**src/hdl/lpmc_pkg.sv**
```systemverilog
// Shared types and constants of the low-power mode controller
package lpmc_pkg;
    localparam int CLK_PERIOD_NS = 40;
    // Wake and restart timing, in their own unit and in cycles
    localparam int STOP_EXIT_MAX_NS = 3500;
    localparam int STOP_EXIT_CYCLES = STOP_EXIT_MAX_NS / CLK_PERIOD_NS;
    localparam int STANDBY_EXIT_MAX_NS = 60000;
    localparam int STANDBY_EXIT_CYCLES = STANDBY_EXIT_MAX_NS / CLK_PERIOD_NS;
    localparam int CLOCK_RESTART_NS = 1000;
    localparam int CLOCK_RESTART_CYCLES = (CLOCK_RESTART_NS + CLK_PERIOD_NS - 1) / CLK_PERIOD_NS;
    localparam int POWER_UP_NS = 50000;
    localparam int POWER_UP_CYCLES = (POWER_UP_NS + CLK_PERIOD_NS - 1) / CLK_PERIOD_NS;
    localparam int FREQ_GAP_NS = 5000;
    localparam int FREQ_GAP_CYCLES = (FREQ_GAP_NS + CLK_PERIOD_NS - 1) / CLK_PERIOD_NS;
    localparam int CNT_W = 11;
    // Frequency limits in kHz
    localparam int FREQ_W = 16;
    localparam logic [15:0] RANGE1_MAX_KHZ = 16'h7d00;
    localparam logic [15:0] RANGE2_MAX_KHZ = 16'h3e80;
    localparam logic [15:0] RANGE3_MAX_KHZ = 16'h1068;
    localparam logic [15:0] RANGE1_WS_ABOVE_KHZ = 16'h3e80;
    localparam logic [15:0] RANGE2_WS_FROM_KHZ = 16'h1f40;
    localparam logic [15:0] LP_RUN_MAX_KHZ = 16'h0083;
    localparam logic [2:0] FREQ_STEP_RATIO = 3'h4;
    localparam int WAKE_PINS = 3;

    typedef enum logic [1:0] {LPMC_RANGE_1 = 2'h1, LPMC_RANGE_2 = 2'h2, LPMC_RANGE_3 = 2'h3} lpmc_range_t;
    typedef enum logic [1:0] {LPMC_SEL_SLEEP, LPMC_SEL_STOP, LPMC_SEL_STANDBY} lpmc_sel_t;
    typedef enum logic [1:0] {LPMC_REG_MAIN, LPMC_REG_LOW_POWER, LPMC_REG_OFF} lpmc_reg_t;
    typedef enum logic [2:0] {
        LPMC_ST_RUN, LPMC_ST_SLEEP, LPMC_ST_LP_SLEEP, LPMC_ST_STOP,
        LPMC_ST_STANDBY, LPMC_ST_RESUME, LPMC_ST_POWER_UP
    } lpmc_state_t;

    typedef struct packed {
        lpmc_sel_t sel;
        logic keep_rtc;
    } lpmc_mode_t;

    typedef struct packed {
        logic pll;
        logic multispeed_internal_osc;
        logic fast_external_osc;
        logic fast_internal_osc;
        logic slow_internal_osc;
        logic slow_external_osc;
    } lpmc_osc_t;

    typedef struct packed {
        logic voltage_detector_out;
        logic comp1;
        logic comp2;
        logic serial_wake;
        logic usb_wake;
        logic low_power_serial_wake;
        logic low_power_timer_wake;
        logic rtc_alarm;
        logic rtc_tamper;
        logic rtc_stamp;
        logic rtc_wake;
    } lpmc_wake_src_t;
endpackage

```
**src/hdl/lpmc_top.sv**
```systemverilog
// Low-power mode controller: voltage range, sleep, stop and standby sequencing
// Summary of operation
// - Three voltage ranges cap the processor clock at 32, 16 and 4.2 MHz.
// - Top range: one wait state above 16 MHz, none at or below.
// - Middle range: one wait state from 8 MHz; lowest range never.
// - Sleep halts only the processor clock; any peripheral interrupt wakes it.
// - Low-power run: multispeed oscillator at 131 kHz or less, regulator low-power.
// - Low-power sleep is sleep with the regulator in low-power state.
// - Waking from low-power sleep returns to run; regulator full power unless low-power run is still requested.
// - Stop with clock: core clocks and fast oscillators off, slow kept, retained.
// - Stop without clock: core clocks off, only watchdog, wake and display clocks kept, contents retained, regulator low-power.
// - In stop, a wake-capable peripheral may turn on the fast internal oscillator.
// - Any external event line wakes stop within 3.5 us.
// - Comparator events wake stop only while the internal reference is on.
// - Standby turns the regulator off and loses the core domain.
// - Standby with clock exits within 60 us on reset, watchdog, pins, clock events.
// - Standby without clock exits within 60 us on reset pin or wake pin.
// - Stop and standby leave the watchdog and its source running, and the clock and its source only in their with-clock forms.
`timescale 1ns/1ps
`default_nettype none
module lpmc_top #(
    parameter int EVENT_LINES = 16
) (
    input wire logic i_clock,
    input wire logic i_rst,
    input wire logic i_sleep_req,
    input wire lpmc_pkg::lpmc_mode_t i_mode_sel,
    input wire logic i_lp_run_req,
    input wire logic i_periph_irq,
    input wire lpmc_pkg::lpmc_range_t i_range,
    input wire logic [15:0] i_cpu_freq_khz,
    input wire lpmc_pkg::lpmc_osc_t i_osc_req,
    input wire logic i_independent_watchdog_running,
    input wire logic i_display_enable,
    input wire logic i_fast_osc_wake_req,
    input wire logic i_vref_enabled,
    input wire logic [EVENT_LINES-1:0] i_external_event_line,
    input wire lpmc_pkg::lpmc_wake_src_t i_wake_src,
    input wire logic [lpmc_pkg::WAKE_PINS-1:0] i_wake_pin,
    input wire logic i_external_reset_pin_n,
    input wire logic i_independent_watchdog_reset,
    output logic o_cpu_clk_en,
    output logic o_core_clk_en,
    output lpmc_pkg::lpmc_osc_t o_osc_en,
    output lpmc_pkg::lpmc_reg_t o_regulator,
    output logic o_core_power_on,
    output logic o_retain,
    output logic o_msi_low_speed,
    output logic o_display_clk_en,
    output logic o_core_reset,
    output logic o_wake_done,
    output logic o_wait_state,
    output logic o_freq_over_limit,
    output logic o_freq_step_error,
    output lpmc_pkg::lpmc_state_t o_state
);
    localparam int SYNC_W = EVENT_LINES + $bits(lpmc_pkg::lpmc_wake_src_t) + lpmc_pkg::WAKE_PINS + 2;

    logic [SYNC_W-1:0] sync_in;
    logic [SYNC_W-1:0] sync_out;
    logic [EVENT_LINES-1:0] ev_s;
    lpmc_pkg::lpmc_wake_src_t src_s;
    logic [lpmc_pkg::WAKE_PINS-1:0] pin_s;
    logic rst_pin_s;
    logic wdg_s;

    assign sync_in = {i_external_event_line, i_wake_src, i_wake_pin, ~i_external_reset_pin_n,
                      i_independent_watchdog_reset};
    assign {ev_s, src_s, pin_s, rst_pin_s, wdg_s} = sync_out;

    lpmc_sync #(.WIDTH(SYNC_W)) u_sync (
        .i_clock(i_clock),
        .i_rst(i_rst),
        .i_async(sync_in),
        .o_sync(sync_out)
    );

    lpmc_wait_calc u_wait (
        .i_clock(i_clock),
        .i_rst(i_rst),
        .i_range(i_range),
        .i_freq_khz(i_cpu_freq_khz),
        .o_wait_state(o_wait_state),
        .o_over_limit(o_freq_over_limit)
    );

    // Wake qualification
    lpmc_pkg::lpmc_state_t state_q, state_d;
    logic keep_rtc_q, keep_rtc_d;
    logic [lpmc_pkg::CNT_W-1:0] cnt_q, cnt_d;
    logic [lpmc_pkg::CNT_W-1:0] sb_wait_q, sb_wait_d;
    logic [lpmc_pkg::WAKE_PINS-1:0] pin_prev_q, pin_prev_d;
    logic pin_rise;
    logic rtc_ev;
    logic stop_wake;
    logic standby_wake;

    always_comb begin
        pin_prev_d = pin_s;
        pin_rise = |(pin_s & ~pin_prev_q);
        rtc_ev = src_s.rtc_alarm | src_s.rtc_tamper | src_s.rtc_stamp | src_s.rtc_wake;
        stop_wake = (|ev_s) | src_s.voltage_detector_out | src_s.serial_wake | src_s.usb_wake
                    | src_s.low_power_serial_wake | src_s.low_power_timer_wake
                    | (keep_rtc_q & rtc_ev)
                    | (i_vref_enabled & (src_s.comp1 | src_s.comp2));
        standby_wake = rst_pin_s | pin_rise
                       | (keep_rtc_q & (wdg_s | rtc_ev));
    end

    // Mode sequencer
    always_comb begin
        state_d = state_q;
        keep_rtc_d = keep_rtc_q;
        cnt_d = cnt_q;
        sb_wait_d = o_wake_done ? '0 : ((sb_wait_q != '0 && sb_wait_q != '1) ? sb_wait_q + 1'b1 : sb_wait_q);
        case (state_q)
            lpmc_pkg::LPMC_ST_RUN: begin
                if (i_sleep_req) begin
                    keep_rtc_d = i_mode_sel.keep_rtc;
                    case (i_mode_sel.sel)
                        lpmc_pkg::LPMC_SEL_SLEEP:
                            state_d = i_lp_run_req ? lpmc_pkg::LPMC_ST_LP_SLEEP : lpmc_pkg::LPMC_ST_SLEEP;
                        lpmc_pkg::LPMC_SEL_STOP: state_d = lpmc_pkg::LPMC_ST_STOP;
                        lpmc_pkg::LPMC_SEL_STANDBY: state_d = lpmc_pkg::LPMC_ST_STANDBY;
                        default: state_d = lpmc_pkg::LPMC_ST_RUN;
                    endcase
                end
            end
            lpmc_pkg::LPMC_ST_SLEEP, lpmc_pkg::LPMC_ST_LP_SLEEP: begin
                if (i_periph_irq) begin
                    state_d = lpmc_pkg::LPMC_ST_RUN;
                end
            end
            lpmc_pkg::LPMC_ST_STOP: begin
                if (stop_wake) begin
                    state_d = lpmc_pkg::LPMC_ST_RESUME;
                    cnt_d = lpmc_pkg::CNT_W'(lpmc_pkg::CLOCK_RESTART_CYCLES - 1);
                end
            end
            lpmc_pkg::LPMC_ST_STANDBY: begin
                if (standby_wake) begin
                    state_d = lpmc_pkg::LPMC_ST_POWER_UP;
                    cnt_d = lpmc_pkg::CNT_W'(lpmc_pkg::POWER_UP_CYCLES - 1);
                    sb_wait_d = lpmc_pkg::CNT_W'(1);
                end
            end
            lpmc_pkg::LPMC_ST_RESUME, lpmc_pkg::LPMC_ST_POWER_UP: begin
                if (cnt_q == '0) begin
                    state_d = lpmc_pkg::LPMC_ST_RUN;
                end else begin
                    cnt_d = cnt_q - 1'b1;
                end
            end
            default: state_d = lpmc_pkg::LPMC_ST_RUN;
        endcase
    end

    always_ff @(posedge i_clock or posedge i_rst) begin
        if (i_rst) begin
            state_q <= lpmc_pkg::LPMC_ST_RUN;
            keep_rtc_q <= 1'b0;
            cnt_q <= '0;
            sb_wait_q <= '0;
            pin_prev_q <= '0;
        end else begin
            state_q <= state_d;
            keep_rtc_q <= keep_rtc_d;
            cnt_q <= cnt_d;
            sb_wait_q <= sb_wait_d;
            pin_prev_q <= pin_prev_d;
        end
    end

    // Power, clock and oscillator controls, registered from the next state
    logic cpu_d, core_d, pwr_d, ret_d, msi_low_d, disp_d, crst_d, done_d;
    lpmc_pkg::lpmc_osc_t osc_d, slow_keep;
    lpmc_pkg::lpmc_reg_t reg_d;
    logic cpu_q, core_q, pwr_q, ret_q, msi_low_q, disp_q, crst_q, done_q;
    lpmc_pkg::lpmc_osc_t osc_q;
    lpmc_pkg::lpmc_reg_t reg_q;
    lpmc_pkg::lpmc_state_t state_out_q;

    always_comb begin
        slow_keep = '0;
        slow_keep.slow_external_osc = keep_rtc_d & i_osc_req.slow_external_osc;
        slow_keep.slow_internal_osc = i_osc_req.slow_internal_osc
                                      & (keep_rtc_d | i_independent_watchdog_running);
        cpu_d = 1'b0;
        core_d = 1'b1;
        pwr_d = 1'b1;
        ret_d = 1'b1;
        msi_low_d = 1'b0;
        disp_d = i_display_enable;
        crst_d = 1'b0;
        osc_d = i_osc_req;
        reg_d = lpmc_pkg::LPMC_REG_MAIN;
        done_d = (state_d == lpmc_pkg::LPMC_ST_RUN) && (state_q != lpmc_pkg::LPMC_ST_RUN);
        case (state_d)
            lpmc_pkg::LPMC_ST_RUN, lpmc_pkg::LPMC_ST_LP_SLEEP: begin
                cpu_d = (state_d == lpmc_pkg::LPMC_ST_RUN);
                if (i_lp_run_req || state_d == lpmc_pkg::LPMC_ST_LP_SLEEP) begin
                    reg_d = lpmc_pkg::LPMC_REG_LOW_POWER;
                    msi_low_d = 1'b1;
                    osc_d.pll = 1'b0;
                    osc_d.fast_external_osc = 1'b0;
                    osc_d.fast_internal_osc = 1'b0;
                    osc_d.multispeed_internal_osc = 1'b1;
                end
            end
            lpmc_pkg::LPMC_ST_SLEEP: begin
                cpu_d = 1'b0;
            end
            lpmc_pkg::LPMC_ST_STOP: begin
                core_d = 1'b0;
                reg_d = lpmc_pkg::LPMC_REG_LOW_POWER;
                osc_d = slow_keep;
                osc_d.fast_internal_osc = i_fast_osc_wake_req;
            end
            lpmc_pkg::LPMC_ST_STANDBY: begin
                core_d = 1'b0;
                pwr_d = 1'b0;
                ret_d = 1'b0;
                crst_d = 1'b1;
                disp_d = 1'b0;
                reg_d = lpmc_pkg::LPMC_REG_OFF;
                osc_d = slow_keep;
            end
            lpmc_pkg::LPMC_ST_RESUME: begin
                core_d = 1'b0;
                osc_d.multispeed_internal_osc = 1'b1;
            end
            lpmc_pkg::LPMC_ST_POWER_UP: begin
                core_d = 1'b0;
                ret_d = 1'b0;
                crst_d = 1'b1;
                disp_d = 1'b0;
                osc_d.multispeed_internal_osc = 1'b1;
            end
            default: begin
                cpu_d = 1'b0;
            end
        endcase
    end

    always_ff @(posedge i_clock or posedge i_rst) begin
        if (i_rst) begin
            cpu_q <= 1'b1;
            core_q <= 1'b1;
            pwr_q <= 1'b1;
            ret_q <= 1'b1;
            msi_low_q <= 1'b0;
            disp_q <= 1'b0;
            crst_q <= 1'b0;
            done_q <= 1'b0;
            osc_q <= '0;
            reg_q <= lpmc_pkg::LPMC_REG_MAIN;
            state_out_q <= lpmc_pkg::LPMC_ST_RUN;
        end else begin
            cpu_q <= cpu_d;
            core_q <= core_d;
            pwr_q <= pwr_d;
            ret_q <= ret_d;
            msi_low_q <= msi_low_d;
            disp_q <= disp_d;
            crst_q <= crst_d;
            done_q <= done_d;
            osc_q <= osc_d;
            reg_q <= reg_d;
            state_out_q <= state_d;
        end
    end

    // Watch on software clock steps
    logic [15:0] freq_prev_q, freq_prev_d;
    logic [7:0] gap_q, gap_d;
    logic step_err_q, step_err_d;
    logic freq_change;

    always_comb begin
        freq_change = (i_cpu_freq_khz != freq_prev_q);
        freq_prev_d = i_cpu_freq_khz;
        gap_d = (gap_q != '0) ? gap_q - 1'b1 : gap_q;
        step_err_d = 1'b0;
        if (freq_change) begin
            gap_d = 8'(lpmc_pkg::FREQ_GAP_CYCLES);
            step_err_d = (gap_q != '0)
                         || ({2'h0, freq_prev_q} >= 18'(i_cpu_freq_khz * lpmc_pkg::FREQ_STEP_RATIO));
        end
    end

    always_ff @(posedge i_clock or posedge i_rst) begin
        if (i_rst) begin
            freq_prev_q <= '0;
            gap_q <= '0;
            step_err_q <= 1'b0;
        end else begin
            freq_prev_q <= freq_prev_d;
            gap_q <= gap_d;
            step_err_q <= step_err_d;
        end
    end

    assign o_cpu_clk_en = cpu_q;
    assign o_core_clk_en = core_q;
    assign o_osc_en = osc_q;
    assign o_regulator = reg_q;
    assign o_core_power_on = pwr_q;
    assign o_retain = ret_q;
    assign o_msi_low_speed = msi_low_q;
    assign o_display_clk_en = disp_q;
    assign o_core_reset = crst_q;
    assign o_wake_done = done_q;
    assign o_freq_step_error = step_err_q;
    assign o_state = state_out_q;

    // Checks
    localparam int STOP_MAX = 87;
    localparam int STANDBY_MAX = 1500;

    a_sleep_cpu_only: assert property (@(posedge i_clock) disable iff (i_rst)
        (o_state == lpmc_pkg::LPMC_ST_SLEEP) |-> (!o_cpu_clk_en && o_core_clk_en))
        else $error("sleep must halt only the processor clock");
    a_sleep_irq_wake: assert property (@(posedge i_clock) disable iff (i_rst)
        (state_q == lpmc_pkg::LPMC_ST_SLEEP && i_periph_irq) |=> (o_cpu_clk_en && o_wake_done))
        else $error("sleep not left on interrupt");
    a_lp_run_regulator: assert property (@(posedge i_clock) disable iff (i_rst)
        (state_d == lpmc_pkg::LPMC_ST_RUN && i_lp_run_req)
        |=> (o_regulator == lpmc_pkg::LPMC_REG_LOW_POWER && o_msi_low_speed && !o_osc_en.pll))
        else $error("low-power run settings wrong");
    a_lp_sleep_exit: assert property (@(posedge i_clock) disable iff (i_rst)
        (state_q == lpmc_pkg::LPMC_ST_LP_SLEEP && i_periph_irq && !i_lp_run_req)
        |=> (o_state == lpmc_pkg::LPMC_ST_RUN && o_regulator == lpmc_pkg::LPMC_REG_MAIN))
        else $error("low-power sleep exit left regulator low");
    a_stop_clocks_off: assert property (@(posedge i_clock) disable iff (i_rst)
        (o_state == lpmc_pkg::LPMC_ST_STOP)
        |-> (!o_core_clk_en && !o_osc_en.pll && !o_osc_en.multispeed_internal_osc
             && !o_osc_en.fast_external_osc && o_retain && o_regulator == lpmc_pkg::LPMC_REG_LOW_POWER))
        else $error("stop left a fast clock running");
    a_stop_wake_time: assert property (@(posedge i_clock) disable iff (i_rst)
        (state_q == lpmc_pkg::LPMC_ST_STOP && stop_wake) |-> ##[1:STOP_MAX] o_wake_done)
        else $error("stop wake exceeded 3.5 us");
    a_comp_needs_vref: assert property (@(posedge i_clock) disable iff (i_rst)
        (state_q == lpmc_pkg::LPMC_ST_STOP && !i_vref_enabled && !(|ev_s)
         && (src_s & ~11'h300) == '0) |=> (state_q == lpmc_pkg::LPMC_ST_STOP))
        else $error("comparator woke stop without reference");
    a_standby_off: assert property (@(posedge i_clock) disable iff (i_rst)
        (o_state == lpmc_pkg::LPMC_ST_STANDBY)
        |-> (o_regulator == lpmc_pkg::LPMC_REG_OFF && !o_core_power_on && !o_retain && o_core_reset))
        else $error("standby left core domain powered");
    a_standby_exit_time: assert property (@(posedge i_clock) disable iff (i_rst)
        sb_wait_q <= lpmc_pkg::CNT_W'(STANDBY_MAX))
        else $error("standby exit exceeded 60 us");
    a_standby_norc_wake: assert property (@(posedge i_clock) disable iff (i_rst)
        (state_q == lpmc_pkg::LPMC_ST_STANDBY && !keep_rtc_q && !rst_pin_s && !pin_rise)
        |=> (state_q == lpmc_pkg::LPMC_ST_STANDBY))
        else $error("standby without clock left on a wrong source");
    a_freq_gap_flag: assert property (@(posedge i_clock) disable iff (i_rst)
        (freq_change && gap_q != '0) |=> o_freq_step_error)
        else $error("close clock changes not flagged");
endmodule
`default_nettype wire

```
**src/hdl/lpmc_sync.sv**
```systemverilog
// Two-flop synchroniser for a vector of asynchronous levels
`timescale 1ns/1ps
`default_nettype none
module lpmc_sync #(
    parameter int WIDTH = 1
) (
    input wire logic i_clock,
    input wire logic i_rst,
    input wire logic [WIDTH-1:0] i_async,
    output logic [WIDTH-1:0] o_sync
);
    logic [WIDTH-1:0] meta_q;
    logic [WIDTH-1:0] meta_d;
    logic [WIDTH-1:0] sync_q;
    logic [WIDTH-1:0] sync_d;

    genvar g;
    generate
        for (g = 0; g < WIDTH; g++) begin : g_bit
            always_comb begin
                meta_d[g] = i_async[g];
                sync_d[g] = meta_q[g];
            end
        end
    endgenerate

    always_ff @(posedge i_clock or posedge i_rst) begin
        if (i_rst) begin
            meta_q <= '0;
            sync_q <= '0;
        end else begin
            meta_q <= meta_d;
            sync_q <= sync_d;
        end
    end

    assign o_sync = sync_q;
endmodule
`default_nettype wire

```
**src/hdl/lpmc_wait_calc.sv**
```systemverilog
// Flash wait states and frequency ceiling per voltage range
`timescale 1ns/1ps
`default_nettype none
module lpmc_wait_calc (
    input wire logic i_clock,
    input wire logic i_rst,
    input wire lpmc_pkg::lpmc_range_t i_range,
    input wire logic [15:0] i_freq_khz,
    output logic o_wait_state,
    output logic o_over_limit
);
    logic ws_d;
    logic ws_q;
    logic over_d;
    logic over_q;

    always_comb begin
        ws_d = 1'b0;
        over_d = 1'b0;
        case (i_range)
            lpmc_pkg::LPMC_RANGE_1: begin
                ws_d = (i_freq_khz > lpmc_pkg::RANGE1_WS_ABOVE_KHZ);
                over_d = (i_freq_khz > lpmc_pkg::RANGE1_MAX_KHZ);
            end
            lpmc_pkg::LPMC_RANGE_2: begin
                ws_d = (i_freq_khz >= lpmc_pkg::RANGE2_WS_FROM_KHZ);
                over_d = (i_freq_khz > lpmc_pkg::RANGE2_MAX_KHZ);
            end
            lpmc_pkg::LPMC_RANGE_3: begin
                ws_d = 1'b0;
                over_d = (i_freq_khz > lpmc_pkg::RANGE3_MAX_KHZ);
            end
            default: begin
                ws_d = 1'b1;
                over_d = 1'b1;
            end
        endcase
    end

    always_ff @(posedge i_clock or posedge i_rst) begin
        if (i_rst) begin
            ws_q <= 1'b0;
            over_q <= 1'b0;
        end else begin
            ws_q <= ws_d;
            over_q <= over_d;
        end
    end

    assign o_wait_state = ws_q;
    assign o_over_limit = over_q;

    a_ws_range3_zero: assert property (@(posedge i_clock) disable iff (i_rst)
        (i_range == lpmc_pkg::LPMC_RANGE_3) |=> !o_wait_state)
        else $error("wait state set in lowest range");
    a_ws_range1_fast: assert property (@(posedge i_clock) disable iff (i_rst)
        (i_range == lpmc_pkg::LPMC_RANGE_1 && i_freq_khz > lpmc_pkg::RANGE1_WS_ABOVE_KHZ) |=> o_wait_state)
        else $error("missing wait state above 16 MHz in top range");
endmodule
`default_nettype wire

```
**config.mk**
```make
export PLATFORM = sky130hd
export DESIGN_NAME = lpmc_top
export DESIGN_NICKNAME = d
export VERILOG_FILES = /design/src/hdl/lpmc_pkg.sv /design/src/hdl/lpmc_top.sv /design/src/hdl/lpmc_sync.sv /design/src/hdl/lpmc_wait_calc.sv
export SDC_FILE = /design/constraint.sdc
export NUM_CORES = 1
export LEC_CHECK = 0
export ABC_AREA = 0
export ABC_CLOCK_PERIOD_IN_PS = 4600
export BUFFER_PORTS_ARGS = -buffer_cell sky130_fd_sc_hd__buf_4
export CORE_MARGIN = 3
export CORE_UTILIZATION = 54
export CTS_CLUSTER_DIAMETER = 200
export DETAILED_ROUTE_END_ITERATION = 6
export GPL_ROUTABILITY_DRIVEN = 0
export GPL_TIMING_DRIVEN = 0
export PLACE_DENSITY = 0.75
export SKIP_LAST_GASP = 1
export SLEW_MARGIN = 25
export SYNTH_ARGS = -nofsm -noshare
export SYNTH_HDL_FRONTEND = slang
export SYNTH_SLANG_ARGS = --single-unit
```
**constraint.sdc**
```tcl
create_clock -name i_clock -period 4.6 [get_ports i_clock]
set_input_delay 0.23 -clock i_clock [delete_from_list [all_inputs] [get_ports i_clock]]
set_output_delay 0.23 -clock i_clock [all_outputs]
set_load 0.02 [all_outputs]
```
# --- Word level (Yosys, flattened, before mapping) ---
# Index checks and enable logic that the tools add are counted.
op_classes:
  n_addsub: 2
  n_mul: 0
  div: 0
  magnitude_cmp: 5
  eq_ne: 20
  shift: 0
  mux: 34
  n_bitwise: 23
  n_reduce_logical: 21
op_table:
  columns: ["op", "n"]
  rows:
  - ["two-way mux 11 bit", 3]
  - ["case mux 11 bit (3 select lines)", 1]
  - ["equality test 3 bit, second input constant", 6]
  - ["greater-or-equal comparator 16 x 18 -> 1 bit", 1]
  - ["greater-or-equal comparator 16 x 13 -> 1 bit, second input constant", 1]
  - ["> comparator 16 x 13 -> 1 bit, second input constant", 1]
  - ["> comparator 16 x 14 -> 1 bit, second input constant", 1]
  - ["> comparator 16 x 15 -> 1 bit, second input constant", 1]
  - ["two-way mux 8 bit", 2]
  - ["inequality test 16 bit", 1]
  - ["OR reduction 16 bit", 1]
  - ["two-way mux 3 bit", 5]
  - ["OR 1 bit", 15]
  - ["case mux 3 bit (5 select lines)", 1]
  - ["equality test 3 x 2 -> 1 bit, second input constant", 4]
  - ["two-way mux 1 bit", 12]
  - ["case mux 2 bit (3 select lines)", 2]
  - ["OR reduction 2 bit", 6]
  - ["logical NOT 11 bit", 1]
  - ["subtractor 11 x 1 -> 11 bit, second input constant", 1]
  - ["case mux 1 bit (3 select lines)", 3]
  - ["case mux 3 bit (3 select lines)", 1]
  - ["nonzero test 8 bit", 1]
  - ["subtractor 8 x 1 -> 8 bit, second input constant", 1]
  - ["other kinds (20)", 33]
word_totals:
  regBits: 125
  latchBits: 0
  mem_bits_rw: 0
  romBits: 0
  out_inout_bits: 22
  word_cells: 131
  mem_count: 0

# --- Depth between registers and ports, before layout ---
depth:
  ltp_word: 14
  mapped_depth: 11
  ltp_nobuf: 10

# --- Modules after synthesis ---
# A second synthesis with hierarchy kept.
hier_totals:
  cells_unflattened: 400
  hier_area_um2: 4967.3
modules_own_cells:
  columns: ["mod", "instances", "cells_each", "area_each_um2", "seq_area_each_um2"]
  rows:
  - ["lpmc_top", 1, 305, 3135.5, 1481.4]
  - ["lpmc_sync", 1, 65, 1605.3, 1601.5]
  - ["lpmc_wait_calc", 1, 30, 226.5, 50.0]

# --- Least setup slack after synthesis ---
# OpenSTA, ideal clock, no wires.
synth_timing:
  path_type: "reg2reg"
  start: "register cnt_q[0] (netlist bit)"
  end: "register osc_q, in the netlist o_osc_en[1]"
  setup_time_ps: 119
  t_arrival_ps: 2063
  required_time_ps: 4481
  slack_ps: 2419
  path_stages_with_launch: 11
  path_cell_list: "dfrtp_1 -> inv_1 -> ha_1 -> nor4b_2 -> nand2_1 -> o31a_1 -> a211o_4 -> nor3_4 -> inv_2 -> a21o_1 -> o21a_1"
synth_lines:
  columns: ["element", "line_no", "rtl"]
  rows:
  - ["start, declared", "lpmc_top.sv:90", "logic [lpmc_pkg::CNT_W-1:0] cnt_q, cnt_d;"]
  - ["start signal, assigned", "lpmc_top.sv:168", "cnt_q <= cnt_d;"]
  - ["end signal, assigned", "lpmc_top.sv:267", "osc_q <= osc_d;"]
  - ["end, declared", "lpmc_top.sv:179", "lpmc_pkg::lpmc_osc_t osc_q;"]

==> results.toml <==
[outcome]
status = "finished, final reports clean"

[route]
dr_wl_met3_um = 404
num_vias = 3525
highest_layer = "met4"
vias_per_cell = 5.20
drt-met1-wl_um = 4390
firstDrtPassIters = 4
antenna_left = 0
wl_met2_um = 5900
wl_per_cell_um = 16.0
wirelength_um = 10900
drtIter0Drc = 149
drc_errors = 0

[global_route]
grt_pass1_vias = 3870
antenna_found_initial = 0
gr-usage-all-layers = 0.232
grt_max_degree = 67
gr-total-overflow = 0
grt_pass1_wl_um = 18200

[sta]
finalMaxSlewViolations = 0
period_minus_slack_ps = 3100
post-route-period-util = 0.673
clock_skew_ps = 12.3
setup_viol = 0
rsz0062_at_grt = "no"
fmax_mhz = 323
finalHoldViolCount = 0
slew_headroom = 0.464
worst_pin_slew_ps = 797

[clock_tree]
ctsHoldBuffers = 61
htreeDepth = 4
cts.repair.resized = 0
post_cts_buffers = 0
clkSinkCount = 125
clk-insertion-delay-late_ps = 510
cts_root_buf = "clkbuf_8"
clock_path_buffers = 2
cts_buffers = 17
cts_tree = "yes"
path_clk_slew_ps = 60

[placed_design]
detailed_place_hpwl_um = 6510
portBuffers = 89
postPlaceCellArea_um2 = 5740

[critical_path]
cp_cell_sequence = "nor2b_1 -> a2111oi_0 -> a21boi_1 -> a211o_4 -> nor3_4 -> inv_2 -> a21o_1 -> o21a_1 -> dlygate4sd3_1"
crit_fanout = 5
start_kind = "flop"
path_class = "flop to flop"
cp.required_ps = 4990
cp.arrival_ps = 3490
slowest_stage = "a2111oi_0"
slowest_delay_ps = 650
rr_worst_depth = 9
worstSetupEndpointType = "flop"

[yosys]
synth_nets = 472
async_reset_ff_frac = 1.00
seq_area_frac_synth = 0.640
postSynthAreaPerCell_um2 = 12.7
synth_most_common_cell = "dfrtp_1"
synth_ff_type = "dfrtp_1"
synth-seq-cells = 125
syn_area_um2 = 4900
ys_types = 65
synth_common_cells = "dfrtp_1 (121), inv_1 (27), xnor2_1 (21)"
synth_edf_count = 0
synth_top_area_frac = 0.618
synthCells = 387
yosysWarnings = 0
yosys-top-cells-area = "dfrtp_1 (62%), ha_1 (4.3%), xnor2_1 (3.8%)"
yosys.area.top_type = "dfrtp_1"

[finish]
design_area_um2 = 6940
area_delta_synth_final_pct = 41.7
n_antenna_cell = 0
n_fill_cell = 504
drive_above_1_share = 0.270
final_nets = 642

[floorplanning]
dieWidth_um = 101
dieArea_um2 = 10200
initial_core_util = 0.559
die_y_um = 101
core_area_um2 = 8760
num_rows = 34
ioPinCount = 90

[power_and_ir_drop]
powerDensity_nw_per_um2 = 548
total_power_mw = 3.80
ir_drop_v = 0.000331
leakagePower_nw = 3.17

[job]
maxCapViolations = 0

[min_path]
hp-class = "input pin to flop"
hold_depth = 3
[cells by family after synthesis]
logic type | count (synthesis) | synth area share
buf+inv | 33 | 0.0276
mux | 1 | 0.00230
compound gates | 75 | 0.113
simple gates | 112 | 0.131
xor+xnor | 24 | 0.0429
flops | 125 | 0.640
fa+ha+maj | 17 | 0.0434
[worst max-delay path: cells and delay by family, from the launching register on]
family	cells	cell delay (ps)
AOI/OAI and AO/OA	5	1730
and+or+nand+nor	2	290
buffers and inverters	2	590
DFF	1	370
[sequential cells by signal, summed over array words and instances, names as in the netlist, 2 cells and up]
name,flops
o_osc_en,6
gap_q,8
pin_prev_q,3
u_sync.o_sync,32
u_sync.meta_q,32
o_regulator,2
freq_prev_q,16
o_state,3
cnt_q,11
[area by class of cell]
class | count | area, µm² | area share
inverter | 29 | 119 | 0.0171
tap | 108 | 135 | 0.0195
timing repair buffer | 151 | 1310 | 0.188
clock buffer | 17 | 414 | 0.0597
buffer | 4 | 23.8 | 0.00343
sequential | 125 | 3130 | 0.451
multi-input combinational | 229 | 1640 | 0.236
clock inverter | 15 | 174 | 0.0251
[worst paths after layout]
kind | from | endpoint | slack, ps
worst min register to register | u_sync.meta_q[8] | u_sync.o_sync[8] | 350
worst max-delay path | u_sync.o_sync[3] | o_osc_en[1] | 1500
min in group asynchronous | i_rst | u_sync.meta_q[27] | 310
max in group asynchronous | i_rst | cnt_q[1] | 3630
worst max register to register | u_sync.o_sync[3] | o_osc_en[1] | 1500
worst min-delay path | i_osc_req[4] | o_osc_en[4] | 40
[cell usage in the layout (no fill, tap or decap), drive strengths merged, types with 3 or more instances in the layout]
cell type	instances
buf	93
inv	39
nor2b	6
a21oi	15
xor2	3
xnor2	21
a21o	5
o21ai	20
or2	3
nand3	8
nor3	11
o21a	7
nor4	8
and2	8
ha	17
or3	6
nand2b	4
clkbuf	18
nand2	20
dlygate4sd3	61
dfrtp	121
clkinv	3
o2111ai	3
nor2	21
dfstp	4
o31a	4
nand4	6
[power by group]
part	internal (mW)	total, mW	switching (mW)
sequential	1.27	1.37	0.101
clock	0.792	1.33	0.533
combinational	0.494	1.10	0.606
[routing by layer]
layer  global-route usage  vias to the layer above
met5                    0                        -
met3               0.0565                       18
met4               0.0746                        0
met1                0.270                     1732
met2                0.420                       89
li1                     -                     1686
[per-stage QoR]
| stage | util | instances | setup WS, ps | hold slack (ps) | setup TNS (ps) |
|---|---|---|---|---|---|
| global route | 0.792 | 678 | 1400 | 42.2 | 0 |
| global placement | 0.650 | 584 | -148 | 333 | -17020 |
| finish | 0.792 | 678 | 1500 | 37.7 | 0 |
| CTS | 0.792 | 678 | 1400 | 12.3 | 0 |
| detailed placement | 0.655 | 585 | 1900 | 279 | 0 |
| floorplan | - | 387 | 1050 | 261 | 0 |
Note: power is estimated with default switching activity, not from simulation.
